## src/rtc_map.svh

```systemverilog
/*
 register map of the receiver trim configuration bank: indices, reset values, field positions.
 assumes: included by the package user; byte address = 4 * index on the wishbone bus.
 */
`ifndef RTC_MAP_SVH
`define RTC_MAP_SVH

// ------------------------------------------------------------
// register indices
// ------------------------------------------------------------
`define RTC_IDX_FINE_TRIM  8'h8d
`define RTC_IDX_MON_CFG    8'h8e
`define RTC_IDX_ADC_SEL    8'h8f
`define RTC_IDX_RSSI_OFF   8'h90
`define RTC_IDX_RSSI_SLOPE 8'h91
`define RTC_IDX_RATE_POS   8'h92
`define RTC_IDX_RATE_NEG   8'h93
`define RTC_IDX_CDR_CTRL   8'ha0
`define RTC_IDX_STATUS     8'ha1

// ------------------------------------------------------------
// reset values and writable masks
// ------------------------------------------------------------
`define RTC_RST_FINE_TRIM  8'h00
`define RTC_RST_MON_CFG    8'h01
`define RTC_RST_ADC_SEL    8'h00
`define RTC_RST_RSSI_OFF   8'h80
`define RTC_RST_RSSI_SLOPE 8'h80
`define RTC_RST_RATE_POS   8'h1e
`define RTC_RST_RATE_NEG   8'h23
`define RTC_RST_CDR_CTRL   8'h00
`define RTC_MSK_FINE_TRIM  8'h0f
`define RTC_MSK_MON_CFG    8'h01
`define RTC_MSK_ADC_SEL    8'h07
`define RTC_MSK_FULL       8'hff
`define RTC_MSK_CDR_CTRL   8'h01

// ------------------------------------------------------------
// field positions
// ------------------------------------------------------------
`define RTC_BIT_CAP_500FF  3
`define RTC_BIT_CAP_250FF  2
`define RTC_BIT_CAP_125FF  1
`define RTC_BIT_CAP_62FF   0
`define RTC_BIT_BUF_EN     0
`define RTC_BIT_RATE_EN    0
`define RTC_BIT_ST_ACCEPT  0
`define RTC_BIT_ST_SEEN    1
`define RTC_SLOPE_SHIFT    7
`define RTC_OFFSET_BIAS    10'sh100

`endif

```

## src/rtc_pkg.sv

```systemverilog
/*
 types shared by the receiver trim configuration bank.
 assumes: nothing beyond a systemverilog compiler.
 */
package rtc_pkg;

	typedef struct packed {
		logic fine_trim_cap_500ff_sel;
		logic fine_trim_cap_250ff_sel;
		logic fine_trim_cap_125ff_sel;
		logic fine_trim_cap_62ff_sel;
	} rtc_trim_s;

	typedef enum logic [2:0] {
		RTC_ADC_RSSI     = 3'h0,
		RTC_ADC_TEMP     = 3'h1,
		RTC_ADC_VDD_HALF = 3'h2
	} rtc_adc_src_e;

	typedef struct packed {
		logic vdd_half;
		logic temp;
		logic rssi;
	} rtc_adc_route_s;

	typedef struct packed {
		logic       valid;
		logic [7:0] level;
	} rtc_rssi_s;

	typedef struct packed {
		logic             valid;
		logic signed [8:0] dev;
	} rtc_rate_s;

endpackage

```

## src/rtc_trim_regs.sv

```systemverilog
/*
 receiver trim configuration bank: wishbone slave, trim/monitor/adc outputs,
 rssi correction and data-rate acceptance check.
 assumes: rssi and rate inputs come from logic on clk; classic wishbone master.
 */
// What this block does
// fine trim bits 3 and 2 switch 500 fF and 250 fF caps; reset zero.
// fine trim bits 1 and 0 switch 125 fF and 62.5 fF caps.
// monitor bit 0 enables the rssi pin buffer; resets enabled.
// adc selector 000 rssi, 001 temperature, 010 half supply; others unused.
// rssi offset code maps 00h to -256, ffh to 254, step two.
// rssi slope multiplies rssi by code times 2^-7; 80h is unity.
// positive threshold bounds accepted rate above nominal; reset 1eh.
// negative threshold bounds accepted rate below nominal; reset 23h.
// thresholds act only while the rate limit enable bit is set.
// unused upper bits ignore writes and read zero.
`include "rtc_map.svh"

module rtc_trim_regs
	import rtc_pkg::*;
#(
	parameter int AW = 10
) (
	input  wire logic                 clk,
	input  wire logic                 srst,
	input  wire logic                 wb_cyc_i,
	input  wire logic                 wb_stb_i,
	input  wire logic                 wb_we_i,
	input  wire logic [AW-1:0]        wb_adr_i,
	input  wire logic [3:0]           wb_sel_i,
	input  wire logic [31:0]          wb_dat_i,
	output logic      [31:0]          wb_dat_o,
	output logic                      wb_ack_o,
	input  wire rtc_rssi_s            rssi_in,
	input  wire rtc_rate_s            rate_in,
	output rtc_trim_s                 trim_o,
	output logic                      rssi_pin_buffer_enable,
	output rtc_adc_route_s            adc_route_o,
	output logic signed [9:0]         rssi_offset_corr,
	output logic signed [10:0]        rssi_corrected,
	output logic                      rssi_corrected_valid,
	output logic                      rate_accept,
	output logic                      rate_accept_valid
);

	// ------------------------------------------------------------
	// bus decode
	// ------------------------------------------------------------
	logic        ack_q;
	logic [31:0] rdata_q;
	logic [7:0]  fine_trim_q;
	logic [7:0]  mon_cfg_q;
	logic [7:0]  adc_sel_q;
	logic [7:0]  rssi_off_q;
	logic [7:0]  rssi_slope_q;
	logic [7:0]  rate_pos_q;
	logic [7:0]  rate_neg_q;
	logic [7:0]  cdr_ctrl_q;
	logic        rate_seen_q;

	wire       bus_req   = wb_cyc_i & wb_stb_i;
	wire       take      = bus_req & ~ack_q;
	wire [7:0] reg_idx   = wb_adr_i[9:2];
	wire       wr_strobe = bus_req & ack_q & wb_we_i & wb_sel_i[0];

	wire hit_fine  = reg_idx == `RTC_IDX_FINE_TRIM;
	wire hit_mon   = reg_idx == `RTC_IDX_MON_CFG;
	wire hit_adc   = reg_idx == `RTC_IDX_ADC_SEL;
	wire hit_off   = reg_idx == `RTC_IDX_RSSI_OFF;
	wire hit_slope = reg_idx == `RTC_IDX_RSSI_SLOPE;
	wire hit_pos   = reg_idx == `RTC_IDX_RATE_POS;
	wire hit_neg   = reg_idx == `RTC_IDX_RATE_NEG;
	wire hit_ctrl  = reg_idx == `RTC_IDX_CDR_CTRL;
	wire hit_stat  = reg_idx == `RTC_IDX_STATUS;

	wire [7:0] status_val = {6'h00, rate_seen_q, rate_accept};

	// unmapped indices read zero and swallow writes
	wire [7:0] rd_mux =
		hit_fine  ? fine_trim_q  :
		hit_mon   ? mon_cfg_q    :
		hit_adc   ? adc_sel_q    :
		hit_off   ? rssi_off_q   :
		hit_slope ? rssi_slope_q :
		hit_pos   ? rate_pos_q   :
		hit_neg   ? rate_neg_q   :
		hit_ctrl  ? cdr_ctrl_q   :
		hit_stat  ? status_val   : 8'h00;

	always_ff @(posedge clk) begin
		if (srst)
			ack_q <= 1'b0;
		else
			ack_q <= take;
	end

	always_ff @(posedge clk) begin
		if (srst)
			rdata_q <= 32'h0000_0000;
		else if (take)
			rdata_q <= {24'h00_0000, rd_mux};
	end

	assign wb_ack_o = ack_q;
	assign wb_dat_o = rdata_q;

	// ------------------------------------------------------------
	// register bank
	// ------------------------------------------------------------
	rtc_reg8 #(.RESET(`RTC_RST_FINE_TRIM), .MASK(`RTC_MSK_FINE_TRIM)) u_fine (
		.clk   (clk),
		.srst  (srst),
		.we    (wr_strobe & hit_fine),
		.wdata (wb_dat_i[7:0]),
		.q     (fine_trim_q)
	);
	rtc_reg8 #(.RESET(`RTC_RST_MON_CFG), .MASK(`RTC_MSK_MON_CFG)) u_mon (
		.clk   (clk),
		.srst  (srst),
		.we    (wr_strobe & hit_mon),
		.wdata (wb_dat_i[7:0]),
		.q     (mon_cfg_q)
	);
	rtc_reg8 #(.RESET(`RTC_RST_ADC_SEL), .MASK(`RTC_MSK_ADC_SEL)) u_adc (
		.clk   (clk),
		.srst  (srst),
		.we    (wr_strobe & hit_adc),
		.wdata (wb_dat_i[7:0]),
		.q     (adc_sel_q)
	);
	rtc_reg8 #(.RESET(`RTC_RST_RSSI_OFF), .MASK(`RTC_MSK_FULL)) u_off (
		.clk   (clk),
		.srst  (srst),
		.we    (wr_strobe & hit_off),
		.wdata (wb_dat_i[7:0]),
		.q     (rssi_off_q)
	);
	rtc_reg8 #(.RESET(`RTC_RST_RSSI_SLOPE), .MASK(`RTC_MSK_FULL)) u_slope (
		.clk   (clk),
		.srst  (srst),
		.we    (wr_strobe & hit_slope),
		.wdata (wb_dat_i[7:0]),
		.q     (rssi_slope_q)
	);
	rtc_reg8 #(.RESET(`RTC_RST_RATE_POS), .MASK(`RTC_MSK_FULL)) u_pos (
		.clk   (clk),
		.srst  (srst),
		.we    (wr_strobe & hit_pos),
		.wdata (wb_dat_i[7:0]),
		.q     (rate_pos_q)
	);
	rtc_reg8 #(.RESET(`RTC_RST_RATE_NEG), .MASK(`RTC_MSK_FULL)) u_neg (
		.clk   (clk),
		.srst  (srst),
		.we    (wr_strobe & hit_neg),
		.wdata (wb_dat_i[7:0]),
		.q     (rate_neg_q)
	);
	rtc_reg8 #(.RESET(`RTC_RST_CDR_CTRL), .MASK(`RTC_MSK_CDR_CTRL)) u_ctrl (
		.clk   (clk),
		.srst  (srst),
		.we    (wr_strobe & hit_ctrl),
		.wdata (wb_dat_i[7:0]),
		.q     (cdr_ctrl_q)
	);

	// ------------------------------------------------------------
	// analog controls
	// ------------------------------------------------------------
	assign trim_o.fine_trim_cap_500ff_sel = fine_trim_q[`RTC_BIT_CAP_500FF];
	assign trim_o.fine_trim_cap_250ff_sel = fine_trim_q[`RTC_BIT_CAP_250FF];
	assign trim_o.fine_trim_cap_125ff_sel = fine_trim_q[`RTC_BIT_CAP_125FF];
	assign trim_o.fine_trim_cap_62ff_sel  = fine_trim_q[`RTC_BIT_CAP_62FF];
	assign rssi_pin_buffer_enable = mon_cfg_q[`RTC_BIT_BUF_EN];

	wire [2:0] adc_source_select = adc_sel_q[2:0];
	assign adc_route_o.rssi     = adc_source_select == RTC_ADC_RSSI;
	assign adc_route_o.temp     = adc_source_select == RTC_ADC_TEMP;
	assign adc_route_o.vdd_half = adc_source_select == RTC_ADC_VDD_HALF;

	// ------------------------------------------------------------
	// rssi correction
	// ------------------------------------------------------------
	wire signed [9:0]  off_val    = $signed({1'b0, rssi_off_q, 1'b0}) - `RTC_OFFSET_BIAS;
	wire        [15:0] slope_prod = rssi_in.level * rssi_slope_q;
	wire        [8:0]  slope_scl  = slope_prod[`RTC_SLOPE_SHIFT +: 9];
	wire signed [10:0] rssi_sum   = $signed({2'b00, slope_scl}) + 11'(off_val);

	assign rssi_offset_corr = off_val;

	always_ff @(posedge clk) begin
		if (srst) begin
			rssi_corrected       <= 11'sh000;
			rssi_corrected_valid <= 1'b0;
		end else begin
			rssi_corrected_valid <= rssi_in.valid;
			if (rssi_in.valid)
				rssi_corrected <= rssi_sum;
		end
	end

	// ------------------------------------------------------------
	// data-rate acceptance
	// ------------------------------------------------------------
	wire       rate_limit_check_enable = cdr_ctrl_q[`RTC_BIT_RATE_EN];
	wire       dev_neg = rate_in.dev[8];
	wire [8:0] dev_mag = dev_neg ? 9'(-rate_in.dev) : rate_in.dev;
	wire       pos_ok  = ~dev_neg & (dev_mag <= {1'b0, rate_pos_q});
	wire       neg_ok  = dev_neg & (dev_mag <= {1'b0, rate_neg_q});
	wire       rate_ok = ~rate_limit_check_enable | pos_ok | neg_ok;

	always_ff @(posedge clk) begin
		if (srst) begin
			rate_accept       <= 1'b1;
			rate_accept_valid <= 1'b0;
			rate_seen_q       <= 1'b0;
		end else begin
			rate_accept_valid <= rate_in.valid;
			if (rate_in.valid) begin
				rate_accept <= rate_ok;
				rate_seen_q <= 1'b1;
			end
		end
	end
endmodule

```

## src/rtc_reg8.sv

```systemverilog
/*
 one byte-wide configuration register with a writable-bit mask.
 assumes: write strobe and data come from the bus slave on the same clock.
 */
module rtc_reg8 #(
	parameter logic [7:0] RESET = 8'h00,
	parameter logic [7:0] MASK  = 8'hff
) (
	input  wire logic       clk,
	input  wire logic       srst,
	input  wire logic       we,
	input  wire logic [7:0] wdata,
	output logic      [7:0] q
);

	always_ff @(posedge clk) begin
		if (srst)
			q <= RESET;
		else if (we)
			q <= wdata & MASK;
	end
endmodule

```

## config.mk

```make
export PLATFORM = sky130hd
export DESIGN_NAME = rtc_trim_regs
export DESIGN_NICKNAME = d
export VERILOG_FILES = /design/src/rtc_pkg.sv /design/src/rtc_trim_regs.sv /design/src/rtc_reg8.sv
export VERILOG_INCLUDE_DIRS = /design/src /design/src/src
export SDC_FILE = /design/constraint.sdc
export NUM_CORES = 1
export LEC_CHECK = 0
export ABC_AREA = 1
export BUFFER_PORTS_ARGS = -buffer_cell sky130_fd_sc_hd__buf_4
export CORE_ASPECT_RATIO = 1.4
export CORE_MARGIN = 5
export CORE_UTILIZATION = 60
export DETAILED_ROUTE_END_ITERATION = 8
export PLACE_DENSITY = 0.89
export SLEW_MARGIN = 20
export SYNTH_ARGS = -nofsm -noshare
export SYNTH_HDL_FRONTEND = slang
export SYNTH_SLANG_ARGS = --single-unit
```

## constraint.sdc

```tcl
create_clock -name clk -period 10.1 [get_ports clk]
set_clock_uncertainty 0.1 [all_clocks]
set_input_delay 2.02 -clock clk [delete_from_list [all_inputs] [get_ports clk]]
set_output_delay 2.02 -clock clk [all_outputs]
set_load 0.01 [all_outputs]
```

== Word-level counts from Yosys, hierarchy flattened ==
Index checks and enable logic that the tools add are counted.
Cells by class
  add/subtract/negate cells: 3
  multipliers: 1
  $lt $le $gt $ge: 2
  equal/unequal tests: 11
  multiplexer cells: 10
  bitwise gates (word level): 20
  reductions and logical operators: 1
Operators with widths (number)
  8-bit equality test (second input constant): 9
  8-bit two-way mux: 7
  9-bit by 8-bit <= comparator with 1-bit output: 2
  8-bit by 8-bit multiplier with 16-bit output: 1
  1-bit AND: 15
  10-bit by 10-bit adder with 11-bit output: 1
  9-bit by 9-bit subtractor with 10-bit output (second input constant): 1
  9-bit two-way mux: 1
  9-bit negator: 1
  2-bit two-way mux: 2
  3-bit by 1-bit equality test with 1-bit output (second input constant): 1
  3-bit by 2-bit equality test with 1-bit output (second input constant): 1
  3-bit zero test: 1
  1-bit NOT: 3
  1-bit bitwise OR: 2
Storage, ports and cells
  bits in registers: 65
  input bits: 70
  output and inout port bits: 65
  word-level logic and storage cells: 63

== Logic depth before layout (Yosys ltp) ==
  word-level depth: 10
  gate-level depth with buffers: 30
  mapped depth without buffers: 29

== Cells and area by module ==
Synthesis repeated with hierarchy kept, for this count alone.
Second synthesis, totals
  cells, all modules: 1062
  area, all modules: 6866.6 um2
By module, submodules not included
  rtc_trim_regs: times used 1, cells an instance 789, area an instance 5001.0 um2, sequential area each 480.5 um2
  rtc_reg8 (u_off ...): times used 2, cells an instance 50, area an instance 339.1 um2, sequential area each 160.2 um2
  rtc_reg8 (u_neg): times used 1, cells an instance 45, area an instance 310.3 um2, sequential area each 160.2 um2
  rtc_reg8 (u_pos): times used 1, cells an instance 43, area an instance 304.0 um2, sequential area each 160.2 um2
  rtc_reg8 (u_fine): times used 1, cells an instance 31, area an instance 206.4 um2, sequential area each 80.1 um2
  rtc_reg8 (u_adc): times used 1, cells an instance 25, area an instance 161.4 um2, sequential area each 60.1 um2
  rtc_reg8 (u_mon): times used 1, cells an instance 14, area an instance 103.8 um2, sequential area each 20.0 um2
  rtc_reg8 (u_ctrl): times used 1, cells an instance 15, area an instance 101.3 um2, sequential area each 20.0 um2

== Worst setup path before layout ==
OpenSTA, ideal clock, no wires.
  kind: input to register
  start: input port rssi_in[2] (netlist bit)
  end: register rssi_corrected[7]
  library setup time: 0.115 ns
  arrival: 6.882 ns
  data required time: 9.885 ns
  path slack: 3.003 ns
  stages on the path: 25
  path buffers: 1
  cells stage by stage: clkbuf_1 -> nand2_1 -> fa_1 -> fa_1 -> inv_1 -> fa_1 -> inv_1 -> fa_1 -> inv_1 -> ha_1 -> nand2_1 -> inv_1 -> nand3_1 -> o21ai_2 -> nand2_1 -> nand2_1 -> xor2_1 -> inv_1 -> fa_1 -> o21ai_0 -> a21oi_1 -> o21ai_0 -> xor2_1 -> o21ai_0 -> inv_1
On the way
  cells in the longest elaborated chain, start to end: 2
Ends and longest elaborated chain
  start, declared: RTL line rtc_trim_regs.sv:34  | input wire rtc_rssi_s rssi_in,
  8-bit by 8-bit multiplier with 16-bit output: RTL line rtc_trim_regs.sv:185  | wire [15:0] slope_prod = rssi_in.level * rssi_slope_q;
  10-bit by 10-bit adder with 11-bit output: RTL line rtc_trim_regs.sv:187  | wire signed [10:0] rssi_sum = $signed({2'b00, slope_scl}) + 11'(off_val);
  end signal, assigned: RTL line rtc_trim_regs.sv:198  | rssi_corrected <= rssi_sum;
  end, declared: RTL line rtc_trim_regs.sv:40  | output logic signed [10:0] rssi_corrected,
Every way passes these cells.
A chain may end at the register's enable or synchronous reset.

== Final worst setup path ==
  start: input port rssi_in[0] (netlist bit)
  end: register rssi_corrected[7]
The elaborated chain is that of the path after synthesis.

==> out/results.txt <==
Run status = finished clean
Largest area contributor in the netlist = dfxtp_1
Ant. Diodes = 0
Initial Util = 61.0%
1st-iter DRT viols = 375
Slew margin rel. = 27.8%
Final TNS setup = 0 ns
Area contributors post-synth = dfxtp_1 22%, ha_1 12%, inv_1 12%, fa_1 12%, nand2_1 11%
Post-synth top area share = 21.5%
Largest stage delay, worst path = 0.54 ns
Synthesized area = 0.00604 mm2
RR Startpoint = u_slope.q[7]
P_leak = 3.93 nW
Drt drc = 0
Max Slew Vio Count = 0
First-pass GRT wire length = 24.5 mm
R2R cell count = 24
Max Cap Viol = 0
Worst hold-check path type = reg -> reg
Critical path capture point type = flop
Drt total wl = 15.1 mm
Fill cell count = 863
CTS-repair resized insts = 0
Drt pass-1 iters = 6
Required time worst endpoint = 10.22 ns
Detailed placer's ending HPWL = 12.1 mm
Total GRT Usage = 25.3%
Most common cell on crit path = inv_1
CTS root buffer = clkbuf_16
GRT Residual Overflow = 0
Die Ht = 129 um
Clock H-tree levels = 3
Average size of a mapped cell = 6.90 um2
Die area = 0.0122 mm2
Inst Count DP = 1,055
Mapped Cells = 876
Initial antenna violation count = 0
Crit path launch type = input port
Worst skew pair latency = 0.33 ns
Async set or reset register ratio after synthesis = 0%
DR vias = 5,691
Setup CP Type = in -> reg
Max VDD drop = 58.3 uV
CP max stage cell = fa_1
I/O pin cnt = 135
Setup violators final = 0
Post-synth EDFFs = 0
Tightest Pin Transition = 1.08 ns
Pwr Density = 92.9 mW/mm2
CP max FO = 7
Core Region = 0.00990 mm2
Synth cell count leaders = 196 x inv_1, 177 x nand2_1, 65 x dfxtp_1
Non-filler cells, final = 1,068
Synthesis-to-layout area growth = 12.5%
Synth cell types = 34
Final nets = 1,096
Register Area = 0.00130 mm2
Post-route ant nets = 0
CTS Buf Count = 9
Share of post-route cells with drive strength above 1 = 10.7%
CP arrival = 7.27 ns
Port Buf Inserts = 80
Tcrit/Tclk final = 70.8%
Synth warnings = 0
Sequential share of the synthesized area = 21.5%
CTS Hold Buffers Added = 0
Placer Congestion = 0.958
Area of the multi-input gates = 0.00373 mm2
Largest net degree at the start of global routing = 42
Most common cell in the netlist = inv_1
Synth Register Bits = 65
Crit path time final = 7.15 ns
Dominant synthesized flop cell = dfxtp_1
Fmax = 140 MHz
Crit path capture = rssi_corrected[7]
CTS max path bufs = 2
FP Rows = 43
Die width = 94.8 um
Final Hold Viols = 0
Layout Utilization = 68.6%
Wire per inst = 14.2 um
RSZ-0062 raised after global routing = false
Num Clock Sinks = 65
R2r setup slk = 4.09 ns
CP startpoint = rssi_in[0]
Reg clk slew, reported paths = 0.05 ns
Setup Fix Bufs, Post-CTS = 0
Vias in the first global route = 5,585
CTS tree = done
Drt via density = 5.33
FF-to-FF End = rssi_corrected[7]
-- how the worst min path moves through the flow --
stage	slack [ns]	depth (start not counted)	start	endpoint
floorplan	0.34	2	u_ctrl.q[0]	u_ctrl.q[0]
global placement	0.36	2	wb_dat_o[7]	wb_dat_o[7]
detailed placement	0.36	2	wb_dat_o[7]	wb_dat_o[7]
CTS	0.37	2	wb_dat_o[7]	wb_dat_o[7]
global route	0.39	2	wb_dat_o[4]	wb_dat_o[4]
finish	0.37	2	wb_dat_o[7]	wb_dat_o[7]
-- metal layers --
metal | up-vias | track usage [%] | part of all wire, %
li1 | 2770 | - | -
met1 | 2637 | 26.0 | 36
met2 | 220 | 48.0 | 54
met3 | 64 | 3.22 | 5.0
met4 | 0 | 14.5 | 4.8
met5 | - | 0 | 0
-- stage by stage --
stage / power [mW] / setup WS, ns / hold slack (ns) / instance area, um2
3_5_place_dp: 0.363 / 2.63 / 0.361 / 6540
3_3_place_gp: 0.361 / 2.69 / 0.358 / 6540
5_1_grt: 0.660 / 2.51 / 0.388 / 6790
2_1_floorplan: 0.335 / 3.00 / 0.337 / 6130
4_1_cts: 0.631 / 2.94 / 0.368 / 6790
6_report: 0.631 / 2.95 / 0.368 / 6790
-- registers in the layout, indices dropped and copies added (netlist names), 3 cells and up --
register / cells
wb_dat_o: 8
u_fine.q: 4
u_off.q: 8
u_slope.q: 8
u_neg.q: 8
rssi_corrected: 11
u_pos.q: 8
u_adc.q: 3
-- critical path, delay by kind of cell --
kind                     cells  cell delay (ns)
buffers and inverters        7             0.47
AO/OA/AOI/OAI                6             1.21
XOR/XNOR                     2             0.28
adder cells (fa/ha/maj)      6             2.90
AND/OR/NAND/NOR              4             0.35
-- final cells by class --
cell class / instances / area share [%]
clock buffer: 12 / 3.63
clock inverter: 1 / 0.0737
inverter: 196 / 10.8
multi-input combinational: 578 / 54.9
sequential: 65 / 19.2
tap: 135 / 2.49
timing repair buffer: 81 / 8.95
-- kinds of logic after synthesis --
family | synth area share (%)
DFF | 21.5
buffers and inverters | 18.2
AOI/OAI and AO/OA | 14.1
and+or+nand+nor | 19.3
other | 0.0621
adders and majority gates | 24.2
xor gates and xnor gates | 2.61
-- where the power goes --
group          internal (mW)  total, mW  switching (mW)
combinational         0.0371     0.0952          0.0582
clock                  0.168      0.272           0.104
sequential             0.262      0.265         0.00299
total                  0.467      0.631           0.165
-- cell usage in the layout (no fill, tap or decap), types with 2 or more instances in the layout --
cell type,count
clkbuf_1,2
fa_1,36
ha_1,59
dfxtp_1,65
inv_1,196
nand4_1,6
o22ai_1,7
a31oi_1,2
o221ai_1,7
nand3_1,22
nor2_1,62
a211oi_1,2
nand2_1,177
o31ai_1,2
nor3_1,12
clkbuf_16,9
xnor2_1,5
buf_4,81
a21oi_1,64
o211ai_1,5
xor2_1,13
nand2_2,2
o21ai_0,59
conb_1,25
nor2_4,2
Power figures use the tool's default switching activity.
